[src/rtl/sms_cfg.svh]
// Offsets, field positions, reset values and timing counts of the standby sequencer
`ifndef SMS_CFG_SVH
`define SMS_CFG_SVH
`define SMS_ADDR_W          4
`define SMS_OFF_CTRL        4'h0
`define SMS_OFF_CTRL2       4'h4
`define SMS_OFF_STAT        4'h8
`define SMS_OFF_CFG         4'hC
`define SMS_BIT_SLEEP       0
`define SMS_BIT_STOP        1
`define SMS_BIT_TMR         2
`define SMS_BIT_DSTBY_DIS   0
`define SMS_BIT_RAM_EXEC    0
`define SMS_BIT_WDT_STBY    1
`define SMS_CTRL2_RST       1'b0
`define SMS_CFG_RST         2'b00
`define SMS_CLK_MODE_W      3
`define SMS_CM_SUB          3'h0
`define SMS_CM_MAIN         3'h2
`define SMS_CM_SUB_INTERNAL_OSC       3'h4
`define SMS_CM_MAIN_INTERNAL_OSC      3'h6
`define SMS_CM_MAIN_PLL     3'h7
`define SMS_CNT_W           16
`define SMS_CLK_NS          20
`define SMS_FLASH_US        150
`define SMS_FLASH_NS        (`SMS_FLASH_US * 1000)
`define SMS_FLASH_CYC       (`SMS_FLASH_NS / `SMS_CLK_NS)
`define SMS_RESP_OKAY       2'h0
`define SMS_RESP_SLVERR     2'h2
`define SMS_ONE_CNT         16'h0001
`define SMS_ZERO_CNT        16'h0000
`endif

[src/rtl/sms_pkg.sv]
// Types of the standby sequencer
package sms_pkg;
    typedef enum logic [6:0] {
        SMS_RESET_WAIT = 7'h01,
        SMS_RUN        = 7'h02,
        SMS_SLEEP      = 7'h04,
        SMS_STOP       = 7'h08,
        SMS_TBT        = 7'h10,
        SMS_WATCH      = 7'h20,
        SMS_OSC_WAIT   = 7'h40
    } sms_state_type;
endpackage

[src/rtl/sms_standby_seq.sv]
// Standby mode sequencer with AXI4-Lite register slave
//
// Notes on behaviour
// - Any reset starts the device in main internal oscillator clock mode.
// - After reset wait for main and sub oscillator stabilization before running.
// - Writing one to sleep request bit enters sleep.
// - Sleep ends on reset or any peripheral interrupt.
// - Deep standby: sleep wake stays asleep until flash recovery ends.
// - Timer or watch wake passes through sleep for flash recovery.
// - Running from RAM skips every flash recovery wait.
// - Writing one to stop request bit enters stop.
// - Stop ends on external interrupt, then oscillator and flash waits.
// - Short oscillator wait: sleep after it until flash recovery ends.
// - Long oscillator wait: run directly once stabilization completes.
// - Timer standby request in main clock modes enters time-base timer mode.
// - Timer standby request in sub clock modes enters watch mode.
// - Sleep gates CPU and watchdog clocks; other peripherals keep running.
// - Watchdog enabled for standby keeps sub oscillator and watchdog running.
// - Deep standby disable bit zero imposes flash wait; one skips it.
// - Main clock modes: flash wait at most 10 SCLK, 150 us, 6 MCLK.
// - Sub clock modes: flash wait at most 2 SCLK, 150 us, 6 MCLK.
`timescale 1ns/1ps
`default_nettype none
`include "sms_cfg.svh"

module sms_standby_seq #(
    parameter int unsigned FLASH_MAIN_CYC = 16'(`SMS_FLASH_CYC + 10 + 6),
    parameter int unsigned FLASH_SUB_CYC  = 16'(`SMS_FLASH_CYC + 2 + 6),
    parameter int unsigned OSC_MAIN_CYC   = 16'h0100,
    parameter int unsigned OSC_SUB_CYC    = 16'h1000,
    parameter int unsigned OSC_RESET_CYC  = 16'h1000
) (
    input  wire logic                        aclk,
    input  wire logic                        aresetn,
    input  wire logic                        clk_en,
    input  wire logic [`SMS_CLK_MODE_W-1:0]  clk_mode,
    input  wire logic                        periph_irq,
    input  wire logic                        ext_irq,
    input  wire logic [`SMS_ADDR_W-1:0]      s_axi_awaddr,
    input  wire logic                        s_axi_awvalid,
    output var  logic                        s_axi_awready,
    input  wire logic [31:0]                 s_axi_wdata,
    input  wire logic [3:0]                  s_axi_wstrb,
    input  wire logic                        s_axi_wvalid,
    output var  logic                        s_axi_wready,
    output var  logic [1:0]                  s_axi_bresp,
    output var  logic                        s_axi_bvalid,
    input  wire logic                        s_axi_bready,
    input  wire logic [`SMS_ADDR_W-1:0]      s_axi_araddr,
    input  wire logic                        s_axi_arvalid,
    output var  logic                        s_axi_arready,
    output var  logic [31:0]                 s_axi_rdata,
    output var  logic [1:0]                  s_axi_rresp,
    output var  logic                        s_axi_rvalid,
    input  wire logic                        s_axi_rready,
    output var  logic                        cpu_clk_en,
    output var  logic                        wdt_clk_en,
    output var  logic                        periph_clk_en,
    output var  logic                        sub_osc_en,
    output var  logic                        hw_wdt_run
);

    ////////////////////////////////////////////////////////////////////////////
    // State and registers
    sms_pkg::sms_state_type state_q;
    sms_pkg::sms_state_type state_d;
    logic [`SMS_CNT_W-1:0]  osc_cnt_q;
    logic [`SMS_CNT_W-1:0]  osc_cnt_d;
    logic [`SMS_CNT_W-1:0]  fl_cnt_q;
    logic [`SMS_CNT_W-1:0]  fl_cnt_d;
    logic                   dstby_dis_q;
    logic                   ram_exec_q;
    logic                   wdt_stby_q;
    logic                   aw_q;
    logic                   w_q;
    logic [`SMS_ADDR_W-1:0] awaddr_q;
    logic [31:0]            wdata_q;
    logic                   wstrb0_q;

    ////////////////////////////////////////////////////////////////////////////
    // Clock mode decode and wait lengths
    wire sub_mode  = (clk_mode == `SMS_CM_SUB) || (clk_mode == `SMS_CM_SUB_INTERNAL_OSC);
    wire main_mode = (clk_mode == `SMS_CM_MAIN) || (clk_mode == `SMS_CM_MAIN_INTERNAL_OSC)
                   || (clk_mode == `SMS_CM_MAIN_PLL);
    wire [`SMS_CNT_W-1:0] flash_len = sub_mode ? `SMS_CNT_W'(FLASH_SUB_CYC)
                                               : `SMS_CNT_W'(FLASH_MAIN_CYC);
    wire [`SMS_CNT_W-1:0] osc_len   = sub_mode ? `SMS_CNT_W'(OSC_SUB_CYC) : `SMS_CNT_W'(OSC_MAIN_CYC);
    wire                  need_flash = !dstby_dis_q && !ram_exec_q;

    ////////////////////////////////////////////////////////////////////////////
    // Bus write decode
    wire       wr_go     = aw_q && w_q && !s_axi_bvalid;
    wire       wr_ctrl   = wr_go && (awaddr_q == `SMS_OFF_CTRL) && wstrb0_q;
    wire       wr_ctrl2  = wr_go && (awaddr_q == `SMS_OFF_CTRL2) && wstrb0_q;
    wire       wr_cfg    = wr_go && (awaddr_q == `SMS_OFF_CFG) && wstrb0_q;
    wire       wr_known  = (awaddr_q == `SMS_OFF_CTRL) || (awaddr_q == `SMS_OFF_CTRL2)
                         || (awaddr_q == `SMS_OFF_STAT) || (awaddr_q == `SMS_OFF_CFG);
    wire       running   = (state_q == sms_pkg::SMS_RUN);
    wire       req_sleep = wr_ctrl && running && wdata_q[`SMS_BIT_SLEEP];
    wire       req_stop  = wr_ctrl && running && wdata_q[`SMS_BIT_STOP];
    wire       req_tmr   = wr_ctrl && running && wdata_q[`SMS_BIT_TMR];
    wire       any_irq   = periph_irq || ext_irq;

    ////////////////////////////////////////////////////////////////////////////
    // Bus read decode
    wire       rd_go    = s_axi_arvalid && s_axi_arready;
    wire       rd_ctrl2 = (s_axi_araddr == `SMS_OFF_CTRL2);
    wire       rd_ctrl  = (s_axi_araddr == `SMS_OFF_CTRL);
    wire       rd_stat  = (s_axi_araddr == `SMS_OFF_STAT);
    wire       rd_cfg   = (s_axi_araddr == `SMS_OFF_CFG);
    wire [31:0] rd_val  = rd_ctrl2 ? {31'h0, dstby_dis_q}
                        : rd_stat ? {25'h0, state_q}
                        : rd_cfg  ? {30'h0, wdt_stby_q, ram_exec_q}
                        : 32'h0;
    wire       rd_ok    = rd_ctrl || rd_ctrl2 || rd_stat || rd_cfg;

    ////////////////////////////////////////////////////////////////////////////
    // Sequencer next state
    always_comb begin
        state_d   = state_q;
        osc_cnt_d = (osc_cnt_q != `SMS_ZERO_CNT) ? osc_cnt_q - `SMS_ONE_CNT : osc_cnt_q;
        fl_cnt_d  = (fl_cnt_q != `SMS_ZERO_CNT) ? fl_cnt_q - `SMS_ONE_CNT : fl_cnt_q;
        case (state_q)
            sms_pkg::SMS_RESET_WAIT: begin
                if (osc_cnt_q == `SMS_ZERO_CNT) begin
                    if (need_flash) begin
                        state_d  = sms_pkg::SMS_SLEEP;
                        fl_cnt_d = flash_len;
                    end else begin
                        state_d = sms_pkg::SMS_RUN;
                    end
                end
            end
            sms_pkg::SMS_RUN: begin
                if (req_stop) begin
                    state_d = sms_pkg::SMS_STOP;
                end else if (req_tmr && main_mode) begin
                    state_d = sms_pkg::SMS_TBT;
                end else if (req_tmr && sub_mode) begin
                    state_d = sms_pkg::SMS_WATCH;
                end else if (req_sleep) begin
                    state_d  = sms_pkg::SMS_SLEEP;
                    fl_cnt_d = `SMS_ZERO_CNT;
                end
            end
            sms_pkg::SMS_SLEEP: begin
                // Recovery sleep ends as its count runs out; plain sleep keeps a zero count
                if (fl_cnt_q == `SMS_ONE_CNT) begin
                    state_d = sms_pkg::SMS_RUN;
                end else if ((fl_cnt_q == `SMS_ZERO_CNT) && periph_irq) begin
                    if (need_flash) begin
                        fl_cnt_d = flash_len;
                    end else begin
                        state_d = sms_pkg::SMS_RUN;
                    end
                end
            end
            sms_pkg::SMS_TBT, sms_pkg::SMS_WATCH: begin
                if (any_irq) begin
                    if (need_flash) begin
                        state_d  = sms_pkg::SMS_SLEEP;
                        fl_cnt_d = flash_len;
                    end else begin
                        state_d = sms_pkg::SMS_RUN;
                    end
                end
            end
            sms_pkg::SMS_STOP: begin
                if (ext_irq) begin
                    state_d   = sms_pkg::SMS_OSC_WAIT;
                    osc_cnt_d = osc_len;
                    fl_cnt_d  = need_flash ? flash_len : `SMS_ZERO_CNT;
                end
            end
            sms_pkg::SMS_OSC_WAIT: begin
                if (osc_cnt_q == `SMS_ZERO_CNT) begin
                    if (fl_cnt_q > `SMS_ONE_CNT) begin
                        state_d = sms_pkg::SMS_SLEEP;
                    end else begin
                        state_d = sms_pkg::SMS_RUN;
                    end
                end
            end
            default: begin
                state_d = sms_pkg::SMS_RUN;
            end
        endcase
    end

    ////////////////////////////////////////////////////////////////////////////
    // Sequencer and configuration flops
    always_ff @(posedge aclk) begin
        if (!aresetn) begin
            state_q     <= sms_pkg::SMS_RESET_WAIT;
            osc_cnt_q   <= `SMS_CNT_W'(OSC_RESET_CYC);
            fl_cnt_q    <= `SMS_ZERO_CNT;
            dstby_dis_q <= `SMS_CTRL2_RST;
            {wdt_stby_q, ram_exec_q} <= `SMS_CFG_RST;
        end else if (clk_en) begin
            state_q   <= state_d;
            osc_cnt_q <= osc_cnt_d;
            fl_cnt_q  <= fl_cnt_d;
            if (wr_ctrl2) begin
                dstby_dis_q <= wdata_q[`SMS_BIT_DSTBY_DIS];
            end
            if (wr_cfg) begin
                ram_exec_q <= wdata_q[`SMS_BIT_RAM_EXEC];
                wdt_stby_q <= wdata_q[`SMS_BIT_WDT_STBY];
            end
        end
    end

    ////////////////////////////////////////////////////////////////////////////
    // Clock gating outputs
    always_ff @(posedge aclk) begin
        if (!aresetn) begin
            cpu_clk_en    <= 1'b0;
            wdt_clk_en    <= 1'b0;
            periph_clk_en <= 1'b0;
            sub_osc_en    <= 1'b1;
            hw_wdt_run    <= 1'b0;
        end else if (clk_en) begin
            cpu_clk_en    <= (state_d == sms_pkg::SMS_RUN);
            wdt_clk_en    <= (state_d == sms_pkg::SMS_RUN);
            periph_clk_en <= (state_d == sms_pkg::SMS_RUN) || (state_d == sms_pkg::SMS_SLEEP);
            sub_osc_en    <= (state_d != sms_pkg::SMS_STOP) && (state_d != sms_pkg::SMS_TBT)
                             || wdt_stby_q;
            hw_wdt_run    <= (state_d == sms_pkg::SMS_RUN) || wdt_stby_q;
        end
    end

    ////////////////////////////////////////////////////////////////////////////
    // AXI4-Lite write address channel
    always_ff @(posedge aclk) begin
        if (!aresetn) begin
            aw_q          <= 1'b0;
            awaddr_q      <= `SMS_ADDR_W'(0);
            s_axi_awready <= 1'b0;
        end else if (clk_en) begin
            s_axi_awready <= !aw_q && !s_axi_awready && s_axi_awvalid;
            if (s_axi_awvalid && s_axi_awready) begin
                aw_q     <= 1'b1;
                awaddr_q <= s_axi_awaddr;
            end else if (wr_go) begin
                aw_q <= 1'b0;
            end
        end
    end

    ////////////////////////////////////////////////////////////////////////////
    // AXI4-Lite write data channel
    always_ff @(posedge aclk) begin
        if (!aresetn) begin
            w_q          <= 1'b0;
            wdata_q      <= 32'h0;
            wstrb0_q     <= 1'b0;
            s_axi_wready <= 1'b0;
        end else if (clk_en) begin
            s_axi_wready <= !w_q && !s_axi_wready && s_axi_wvalid;
            if (s_axi_wvalid && s_axi_wready) begin
                w_q      <= 1'b1;
                wdata_q  <= s_axi_wdata;
                wstrb0_q <= s_axi_wstrb[0];
            end else if (wr_go) begin
                w_q <= 1'b0;
            end
        end
    end

    ////////////////////////////////////////////////////////////////////////////
    // AXI4-Lite write response channel
    always_ff @(posedge aclk) begin
        if (!aresetn) begin
            s_axi_bvalid <= 1'b0;
            s_axi_bresp  <= `SMS_RESP_OKAY;
        end else if (clk_en) begin
            if (wr_go) begin
                s_axi_bvalid <= 1'b1;
                s_axi_bresp  <= wr_known ? `SMS_RESP_OKAY : `SMS_RESP_SLVERR;
            end else if (s_axi_bready) begin
                s_axi_bvalid <= 1'b0;
            end
        end
    end

    ////////////////////////////////////////////////////////////////////////////
    // AXI4-Lite read channels
    always_ff @(posedge aclk) begin
        if (!aresetn) begin
            s_axi_arready <= 1'b0;
            s_axi_rvalid  <= 1'b0;
            s_axi_rdata   <= 32'h0;
            s_axi_rresp   <= `SMS_RESP_OKAY;
        end else if (clk_en) begin
            s_axi_arready <= !s_axi_arready && !s_axi_rvalid && s_axi_arvalid;
            if (rd_go) begin
                s_axi_rvalid <= 1'b1;
                s_axi_rdata  <= rd_val;
                s_axi_rresp  <= rd_ok ? `SMS_RESP_OKAY : `SMS_RESP_SLVERR;
            end else if (s_axi_rready) begin
                s_axi_rvalid <= 1'b0;
            end
        end
    end

endmodule // sms_standby_seq
`default_nettype wire

[config.mk]
export PLATFORM = sky130hd
export DESIGN_NAME = sms_standby_seq
export DESIGN_NICKNAME = d
export VERILOG_FILES = /design/src/rtl/sms_pkg.sv /design/src/rtl/sms_standby_seq.sv
export VERILOG_INCLUDE_DIRS = /design/src /design/src/rtl
export SDC_FILE = /design/constraint.sdc
export NUM_CORES = 1
export LEC_CHECK = 0
export BUFFER_PORTS_ARGS = -buffer_cell sky130_fd_sc_hd__buf_2
export CAP_MARGIN = 20
export CORE_MARGIN = 4
export CORE_UTILIZATION = 45
export CTS_CLUSTER_SIZE = 40
export DETAILED_ROUTE_END_ITERATION = 10
export GPL_TIMING_DRIVEN = 0
export PLACE_DENSITY_LB_ADDON = 0.05
export SLEW_MARGIN = 25
export SYNTH_ARGS = -nofsm -noshare
export SYNTH_HDL_FRONTEND = slang
export SYNTH_SLANG_ARGS = --single-unit
export TNS_END_PERCENT = 30
[constraint.sdc]
create_clock -name aclk -period 2.8 [get_ports aclk]
set_input_delay 0.42 -clock aclk [delete_from_list [all_inputs] [get_ports aclk]]
set_output_delay 0.42 -clock aclk [all_outputs]
set_load 0.005 [all_outputs]
==> flow_summary.toml, run 1 <==
[hold_path]
whs_path_depth = 3
hp-class = "in2reg"

[synthesis]
synth_fa_ha_area_share_pct = 0.9615
synth_mux_area_share_pct = 3.365
synth_area_leaders = "dfxtp_1 (36%), buf_4 (5.4%), nor2_1 (4.1%)"
synth_area_leader_cell = "dfxtp_1"
synth_ff_type = "dfxtp_1"
synth.distinct_cells = 65
synth_compound_area_share_pct = 19.62
synth_xor_area_share_pct = 4.263
yosys_warnings = 0
synth_common_cells = "dfxtp_1 (70), nor2_1 (43), nand2_1 (35), buf_4 (28), nor2b_1 (24)"
syn-instance-count = 469
avgSynthCellArea_sq_um = 8.324
async_flop_share_pct = 0
ys_seq_area_share_pct = 35.90
synth_edf_count = 0
ys_seq_elements = 70
synth-simple-area-share_pct = 27.44
synth.cell_area_sq_mm = 0.003904
synth.most_common_cell = "dfxtp_1"
synth_top_area_share_pct = 35.90
synth_top_family_by_area = "simple AND/OR/NAND/NOR gates"

[drt]
wirelength_um = 10360
drc = 0
first_iter_violations = 259
wire_per_inst_um = 15.60
firstDrtPassIters = 5
dr_total_vias = 3690
drtAntennaViolNets = 0
vias_per_cell = 5.557

[timing]
max_freq_ghz = 0.3684
hold_slack_ns = 0.3163
slew_violations = 0
final.period_utilization_pct = 96.93
fin_tns_setup_ns = 0
hold_viol = 0
slew_headroom_pct = 56.22
skew_ns = 0.01101
setup-violations-final = 0
timing.final.crit_period_ns = 2.714
rsz0062_at_grt = "yes"
tightest_slew_ns = 0.6567

[setup_path]
rr_worst_depth = 7
endpoint_kind = "flip-flop"
crit_path_cell_trace = "buf_6, or4_4, or4b_4, o32a_1, or3_4, a211oi_2, a21o_1"
cp.arrival_ns = 3.01
crit_slowest_cell = "or4b_4"
critPathMaxFanout = 8
critPathMaxStageDelay_ns = 0.54
critPathLaunchType = "flip-flop"
worst-setup-path-type = "reg2reg"
crit_required_ns = 3.09

[placed_design]
place_inst = 643
port_buffers = 43
hpwl_um = 7467
place_congestion = 0.8881

[floorplan]
start_util_pct = 46.80
die_w_um = 101.1
core_area_sq_mm = 0.008341
rows = 33
io_pins = 103
die_y_um = 101.1
dieArea_sq_mm = 0.01023

[global_routing]
grt_first_pass_wirelength_um = 17160
grt_pass1_vias = 3473
grt_max_degree = 14
antenna_found_initial = 0
grt_usage_pct = 21.01
grt_overflow = 0

[final_layout]
fin_nets = 614
layout-drive-gt1-share_pct = 19.86
num_antenna_cells = 0
area.growth.synth_to_final_pct = 18.78
stdcell_count = 664

[clock_tree]
cts_made_buffers = 9
insertion_delay_ns = 0.35
cts_root_buf = "clkbuf_8"
clockBufferDepth = 2
htreeDepth = 3
clk_pin_slew_ns = 0.09
cts_hold_buf = 0
cts_sinks = 70
cts_tree = "yes"

[job]
cap_violations = 0

[status]
status = "complete, no violations"

[power_and_ir_drop]
ir_drop_mv = 0.5350
p_leak_nw = 1.976
power_density_mw_per_mm2 = 731.6
==> layout by cell type (no fill, tap or decap), types with 4 or more instances in the layout <==
master / instances
nor4_1: 10
clkbuf_1: 15
dfxtp_1: 68
a22oi_1: 6
nand2b_1: 4
xor2_1: 9
conb_1: 27
nand3_1: 16
nor3_1: 17
or3_1: 6
xnor2_1: 10
and3_1: 5
o21ai_0: 19
mux2i_1: 12
a31oi_1: 4
o211ai_1: 4
buf_2: 43
a211oi_1: 4
nand4_1: 8
a21oi_1: 21
nor4b_1: 5
clkbuf_8: 9
nor2b_1: 24
inv_1: 12
o21a_1: 9
nor2_1: 43
a21boi_0: 5
buf_4: 33
nand2_1: 35
o31ai_1: 4
==> stage by stage <==
| stage | total power [mW] | area [sq um] | setup WS (ns) | utilization (%) |
|---|---|---|---|---|
| final | 3.392 | 4637 | 0.08585 | 55.60 |
| after global routing | 3.653 | 4637 | -0.04518 | 55.60 |
| after CTS | 3.356 | 4583 | 0.01295 | 54.95 |
| after detailed placement | 2.509 | 4348 | -0.1403 | 52.13 |
| after global placement | 2.482 | 4348 | -0.07173 | 52.13 |
| after floorplan | 2.228 | 4001 | 0.2893 | - |
==> critical path, delay by kind of cell (launching register included) <==
kind | cells | cell delay (ns)
flip-flops | 1 | 0.31
AO/OA/AOI/OAI | 3 | 0.74
AND/OR/NAND/NOR | 3 | 1.46
buffers and inverters | 1 | 0.13
==> where the power goes <==
group / switching [mW] / internal (mW) / leakage, nW
Sequential: 0.171 / 1.14 / 0.571
Clock: 0.412 / 0.414 / 0.0996
Combinational: 0.726 / 0.532 / 1.30
==> flip-flops by register name (all words and copies together) (netlist names), 3 cells and up <==
name and flops:
awaddr_q 4, fl_cnt_q 16, osc_cnt_q 16, s_axi_rdata 7
state_q 7, wdata_q 3
==> timing repair <==
item | in CTS | in global routing
gates cloned | 0 | 0
pin swaps | 2 | 1
endpoints found under the setup margin | 14 | 29
buffers inserted | 3 | 2
hold endpoints to repair | 0 | 0
resized for setup | 2 | 8
==> final timing paths <==
kind                  endpoint            start  slack, ns
setup / recovery    hw_wdt_run       state_q[4]       0.09
hold / removal     awaddr_q[3]  s_axi_awaddr[3]       0.32
setup reg to reg    hw_wdt_run       state_q[4]       0.09
hold reg to reg   s_axi_bvalid     s_axi_bvalid       0.49
==> cell type report <==
| type | count | area (sq um) |
|---|---|---|
| timing repair buffer | 48 | 252.7 |
| clock buffer | 9 | 123.9 |
| inverter | 12 | 45.04 |
| tap | 105 | 131.4 |
| sequential | 70 | 1404 |
| buffer | 45 | 281.5 |
| multi-input combinational | 368 | 2325 |
| clock inverter | 7 | 73.82 |
| fill | 826 | 3704 |
==> kinds of logic after synthesis <==
family	after synthesis
and+or+nand+nor	199
muxes	13
adders and majority gates	3
DFF	70
xor gates and xnor gates	19
other	1
buffers and inverters	57
AOI/OAI and AO/OA	107
==> per-layer routing <==
| metal | wire, um | vias to the layer above | part of all wire (%) | track usage, % |
|---|---|---|---|---|
| li1 | - | 1829 | - | - |
| met3 | 634 | 16 | 6.1 | 3.375 |
| met1 | 4886 | 1723 | 47 | 28.92 |
| met4 | 161 | 0 | 1.6 | 7.055 |
| met5 | 0 | - | 0 | 0 |
| met2 | 4675 | 122 | 45 | 33.60 |
(Power assumes the default switching activity.)
==> run 2: changes to the inputs <==
==> constraint.sdc (replaced) <==
create_clock -name aclk -period 3.3 [get_ports aclk]
set_input_delay 0.495 -clock aclk [delete_from_list [all_inputs] [get_ports aclk]]
set_output_delay 0.495 -clock aclk [all_outputs]
set_load 0.005 [all_outputs]
==> flow_summary.toml, run 2 (synthesis gave the netlist of run 1 again) <==
[status]
status = "complete, no violations"

[setup_path]
critPathMaxStageDelay_ns = 0.57
crit_path_cell_trace = "or4_4, nor4b_2, o211ai_1, and3_1, o41ai_4, nor2_1"
worst-setup-path-type = "reg2reg"
crit_required_ns = 3.51
cp.arrival_ns = 3.20
critPathLaunchType = "flip-flop"
crit_slowest_cell = "or4_4"
endpoint_kind = "flip-flop"
critPathMaxFanout = 8

[final_layout]
nFillCells = 833
stdcell_area_sq_mm = 0.004546
reg_top3 = "fl_cnt_q (16), osc_cnt_q (16)"
fin_nets = 609
layout-drive-gt1-share_pct = 17.69
mostFrequentLayoutCell = "dfxtp_1"
multi_input_area_sq_mm = 0.002273
area.growth.synth_to_final_pct = 16.44
num_antenna_cells = 0
final_cell_mix = "dfxtp_1 (70), nor2_1 (43), buf_2 (43)"
ff_latch_area_sq_mm = 0.001401

[power_and_ir_drop]
p_int_mw = 1.743
power_frac_seq_pct = 38.9
switching_share_pct = 38.26
p_switching_mw = 1.080
ir_drop_mv = 0.4522
p_leak_nw = 1.935
power_density_mw_per_mm2 = 621.1
combPwrFrac_pct = 36.5
clkPwrFrac_pct = 24.7

[timing]
slew_headroom_pct = 35.58
final.period_utilization_pct = 90.49
hold_viol = 0
timing.final.crit_period_ns = 2.986
setup-violations-final = 0
slew_violations = 0
skew_ns = 0.01319
fin_tns_setup_ns = 0
tightest_slew_ns = 0.9574
rsz0062_at_grt = "no"
worst_slack_ns = 0.3140
max_freq_ghz = 0.3349

[clock_tree]
htreeDepth = 3
cts_root_buf = "clkbuf_8"
cts_made_buffers = 9
postCtsSetupBuffers = 0
clockBufferDepth = 2
cts_hold_buf = 0
cts_sinks = 70
cts_tree = "yes"
cts.repair.resized = 0
clk_pin_slew_ns = 0.09
insertion_delay_ns = 0.35

[global_routing]
grt_overflow = 0
antenna_found_initial = 0
grt_max_degree = 14
grt_pass1_vias = 3435
grt_usage_pct = 20.74
grt_first_pass_wirelength_um = 16930

[drt]
drtAntennaViolNets = 0
drc = 0
wire_per_inst_um = 15.47
firstDrtPassIters = 5
first_iter_violations = 274
wirelength_um = 10190
dr_total_vias = 3685
vias_per_cell = 5.592

[floorplan]
die_w_um = 101.1
rows = 33
dieArea_sq_mm = 0.01023
core_area_sq_mm = 0.008341
start_util_pct = 46.80
io_pins = 103
die_y_um = 101.1

[placed_design]
placed_cell_area_sq_mm = 0.004348
dp_slack_ns = 0.3597
port_buffers = 43
hpwl_um = 7467
place_congestion = 0.8881

[job]
cap_violations = 0

[hold_path]
hp-class = "in2reg"
==> run 2: per-stage QoR <==
step	total power [mW]	std cells	util, %	hold slack (ns)
floorplan	1.890	495	-	0.4524
global placement	2.106	643	52.13	0.4619
detailed placement	2.129	643	52.13	0.4728
CTS	2.831	659	54.50	0.3858
global route	3.047	659	54.50	0.3954
finish	2.823	659	54.50	0.3908
==> run 2: power groups by stage <==
| stage | sequential (mW) | clock, mW | combinational (mW) |
|---|---|---|---|
| global route | 1.12 | 0.760 | 1.17 |
| CTS | 1.10 | 0.714 | 1.02 |
| floorplan | 1.08 | 0 | 0.807 |
| global placement | 1.11 | 0 | 0.996 |
| detailed placement | 1.11 | 0 | 1.01 |
| finish | 1.10 | 0.697 | 1.03 |
==> run 2: per-layer routing <==
metal	share of wire (%)	routed length [um]	GRT usage [%]
met4	1.5	155	6.851
met2	45	4627	33.25
met1	46	4714	28.49
met3	6.8	694	3.375
met5	0	0	0
==> run 2: worst max-delay path, delay by kind of cell, from the launching register on <==
| kind | cells | cell delay [ns] |
|---|---|---|
| and+or+nand+nor | 4 | 1.54 |
| AOI/OAI and AO/OA | 2 | 0.90 |
| DFF | 1 | 0.42 |
==> run 2: final cells by class <==
class                   instances  share of cell area, %
flip-flops and latches         70                  30.83
clock buffers                   9                  2.725
well taps                     105                  2.890
multi-input cells             368                  50.01
plain buffers                  45                  6.193
clock inverters                 7                  1.624
inverters                      12                 0.9909
repair buffers                 43                  4.734
==> run 2: path summary, 6_finish.rpt <==
kind	startpoint	to	slack [ns]	depth (start not counted)
min	s_axi_awaddr[3]	awaddr_q[3]	0.39	3
max reg2reg	state_q[2]	fl_cnt_q[9]	0.31	6
max	state_q[2]	fl_cnt_q[9]	0.31	6
min reg2reg	s_axi_bvalid	s_axi_bvalid	0.49	2
==> run 3: changes to the inputs <==
--- a/config.mk
+++ b/config.mk
@@ -13,7 +13,7 @@
 export CTS_CLUSTER_SIZE = 40
 export DETAILED_ROUTE_END_ITERATION = 10
 export GPL_TIMING_DRIVEN = 0
-export PLACE_DENSITY_LB_ADDON = 0.05
+export PLACE_DENSITY = 0.76
 export SLEW_MARGIN = 25
 export SYNTH_ARGS = -nofsm -noshare
 export SYNTH_HDL_FRONTEND = slang
==> constraint.sdc (replaced) <==
create_clock -name aclk -period 3.3 [get_ports aclk]
set_input_delay 0.66 -clock aclk [delete_from_list [all_inputs] [get_ports aclk]]
set_output_delay 0.66 -clock aclk [all_outputs]
set_load 0.005 [all_outputs]
==> flow_summary.toml, run 3 (synthesis gave the netlist of run 1 again) <==
[timing]
fin_tns_setup_ns = 0
tightest_slew_ns = 0.8640
hold_slack_ns = 0.4833
slew_headroom_pct = 41.87
final.period_utilization_pct = 90.70
rsz0062_at_grt = "no"
hold_viol = 0
slew_violations = 0
timing.final.crit_period_ns = 2.993
max_freq_ghz = 0.3341
setup-violations-final = 0
skew_ns = 0.007920

[global_routing]
antenna_found_initial = 0
grt_usage_pct = 20.02
grt_first_pass_wirelength_um = 16500
grt_pass1_vias = 3501
grt_max_degree = 13
grt_overflow = 0

[status]
status = "complete, no violations"

[drt]
dr_total_vias = 3685
drtAntennaViolNets = 0
wire_per_inst_um = 15.14
firstDrtPassIters = 4
first_iter_violations = 274
drc = 0
wirelength_um = 9978
vias_per_cell = 5.592

[clock_tree]
cts.repair.resized = 0
cts_hold_buf = 0
cts_tree = "yes"
cts_made_buffers = 9
postCtsSetupBuffers = 0
htreeDepth = 3
clockBufferDepth = 2
cts_sinks = 70
insertion_delay_ns = 0.35
cts_root_buf = "clkbuf_8"
clk_pin_slew_ns = 0.08

[final_layout]
reg_top3 = "fl_cnt_q (16), osc_cnt_q (16)"
area.growth.synth_to_final_pct = 17.12
layout-drive-gt1-share_pct = 17.51
fin_nets = 609
mostFrequentLayoutCell = "dfxtp_1"
nFillCells = 777
final_cell_mix = "dfxtp_1 (70), nor2_1 (43), buf_2 (43)"
num_antenna_cells = 0
fin_util_pct = 54.82

[placed_design]
hpwl_um = 7417
port_buffers = 43
place_congestion = 0.9090

[floorplan]
io_pins = 103
start_util_pct = 46.80
die_y_um = 101.1
core_area_sq_mm = 0.008341
dieArea_sq_mm = 0.01023
rows = 33
die_w_um = 101.1

[setup_path]
worst-setup-path-type = "reg2reg"
critPathMaxFanout = 10
cp.arrival_ns = 3.27
crit_required_ns = 3.58
critPathLaunchType = "flip-flop"
endpoint_kind = "flip-flop"

[job]
cap_violations = 0

[power_and_ir_drop]
p_leak_nw = 1.937
power_density_mw_per_mm2 = 633.5
ir_drop_mv = 0.5419

[hold_path]
hp-class = "reg2reg"
==> run 3: cell count changes in the layout (fill, tap and decap cells not counted) <==
cell,change
clkinvlp_4,+2
inv_6,-1
bufinv_16,+1
clkbuf_8,+1
clkinv_4,-2
clkinv_2,-2
clkbuf_1,+1
==> run 3: through the flow <==
step	cell area (sq um)	instances	power [mW]	setup slack, ns
finish	4572	659	2.896	0.3069
global route	4572	659	3.103	0.1284
CTS	4572	659	2.894	0.3404
detailed placement	4348	643	2.113	0.3535
global placement	4348	643	2.084	0.4169
floorplan	4001	495	1.890	0.7893
==> run 3: layout make-up <==
class	instances	area (sq um)	share of cell area (%)
clock buffers	11	141.4	3.093
flip-flops and latches	70	1401	30.65
repair buffers	43	215.2	4.707
multi-input cells	368	2273	49.73
clock inverters	5	82.58	1.806
inverters	12	45.04	0.9852
plain buffers	45	281.5	6.158
well taps	105	131.4	2.874
==> run 3: worst paths after layout <==
kind / slack, ns / startpoint / cells past startpoint / endpoint
setup reg to reg: 0.31 / osc_cnt_q[0] / 9 / fl_cnt_q[3]
setup / recovery: 0.31 / osc_cnt_q[0] / 9 / fl_cnt_q[3]
hold / removal: 0.48 / s_axi_bvalid / 2 / s_axi_bvalid
hold reg to reg: 0.48 / s_axi_bvalid / 2 / s_axi_bvalid
==> run 3: power breakdown <==
part | leakage (nW) | switching, mW | internal, mW
clock | 0.102 | 0.331 | 0.446
sequential | 0.571 | 0.133 | 0.965
combinational | 1.26 | 0.595 | 0.426
total | 1.94 | 1.06 | 1.84
==> run 3: per-layer routing <==
metal,global-route usage [%],share of wire [%],vias to the layer above
met5,0,0,-
met4,9.100,2.2,0
met3,4.339,8.4,27
met2,31.99,46,149
met1,25.88,44,1688
li1,-,-,1821
==> run 3: worst max-delay path, cell delays in order (launching register included) <==
cell	delay (ns)
dfxtp_1	0.34
inv_1	0.06
ha_1	0.21
nor4b_1	0.54
nand4_1	0.54
o21a_1	0.36
a31o_2	0.25
clkbuf_1	0.23
o211a_1	0.28
o22ai_1	0.11
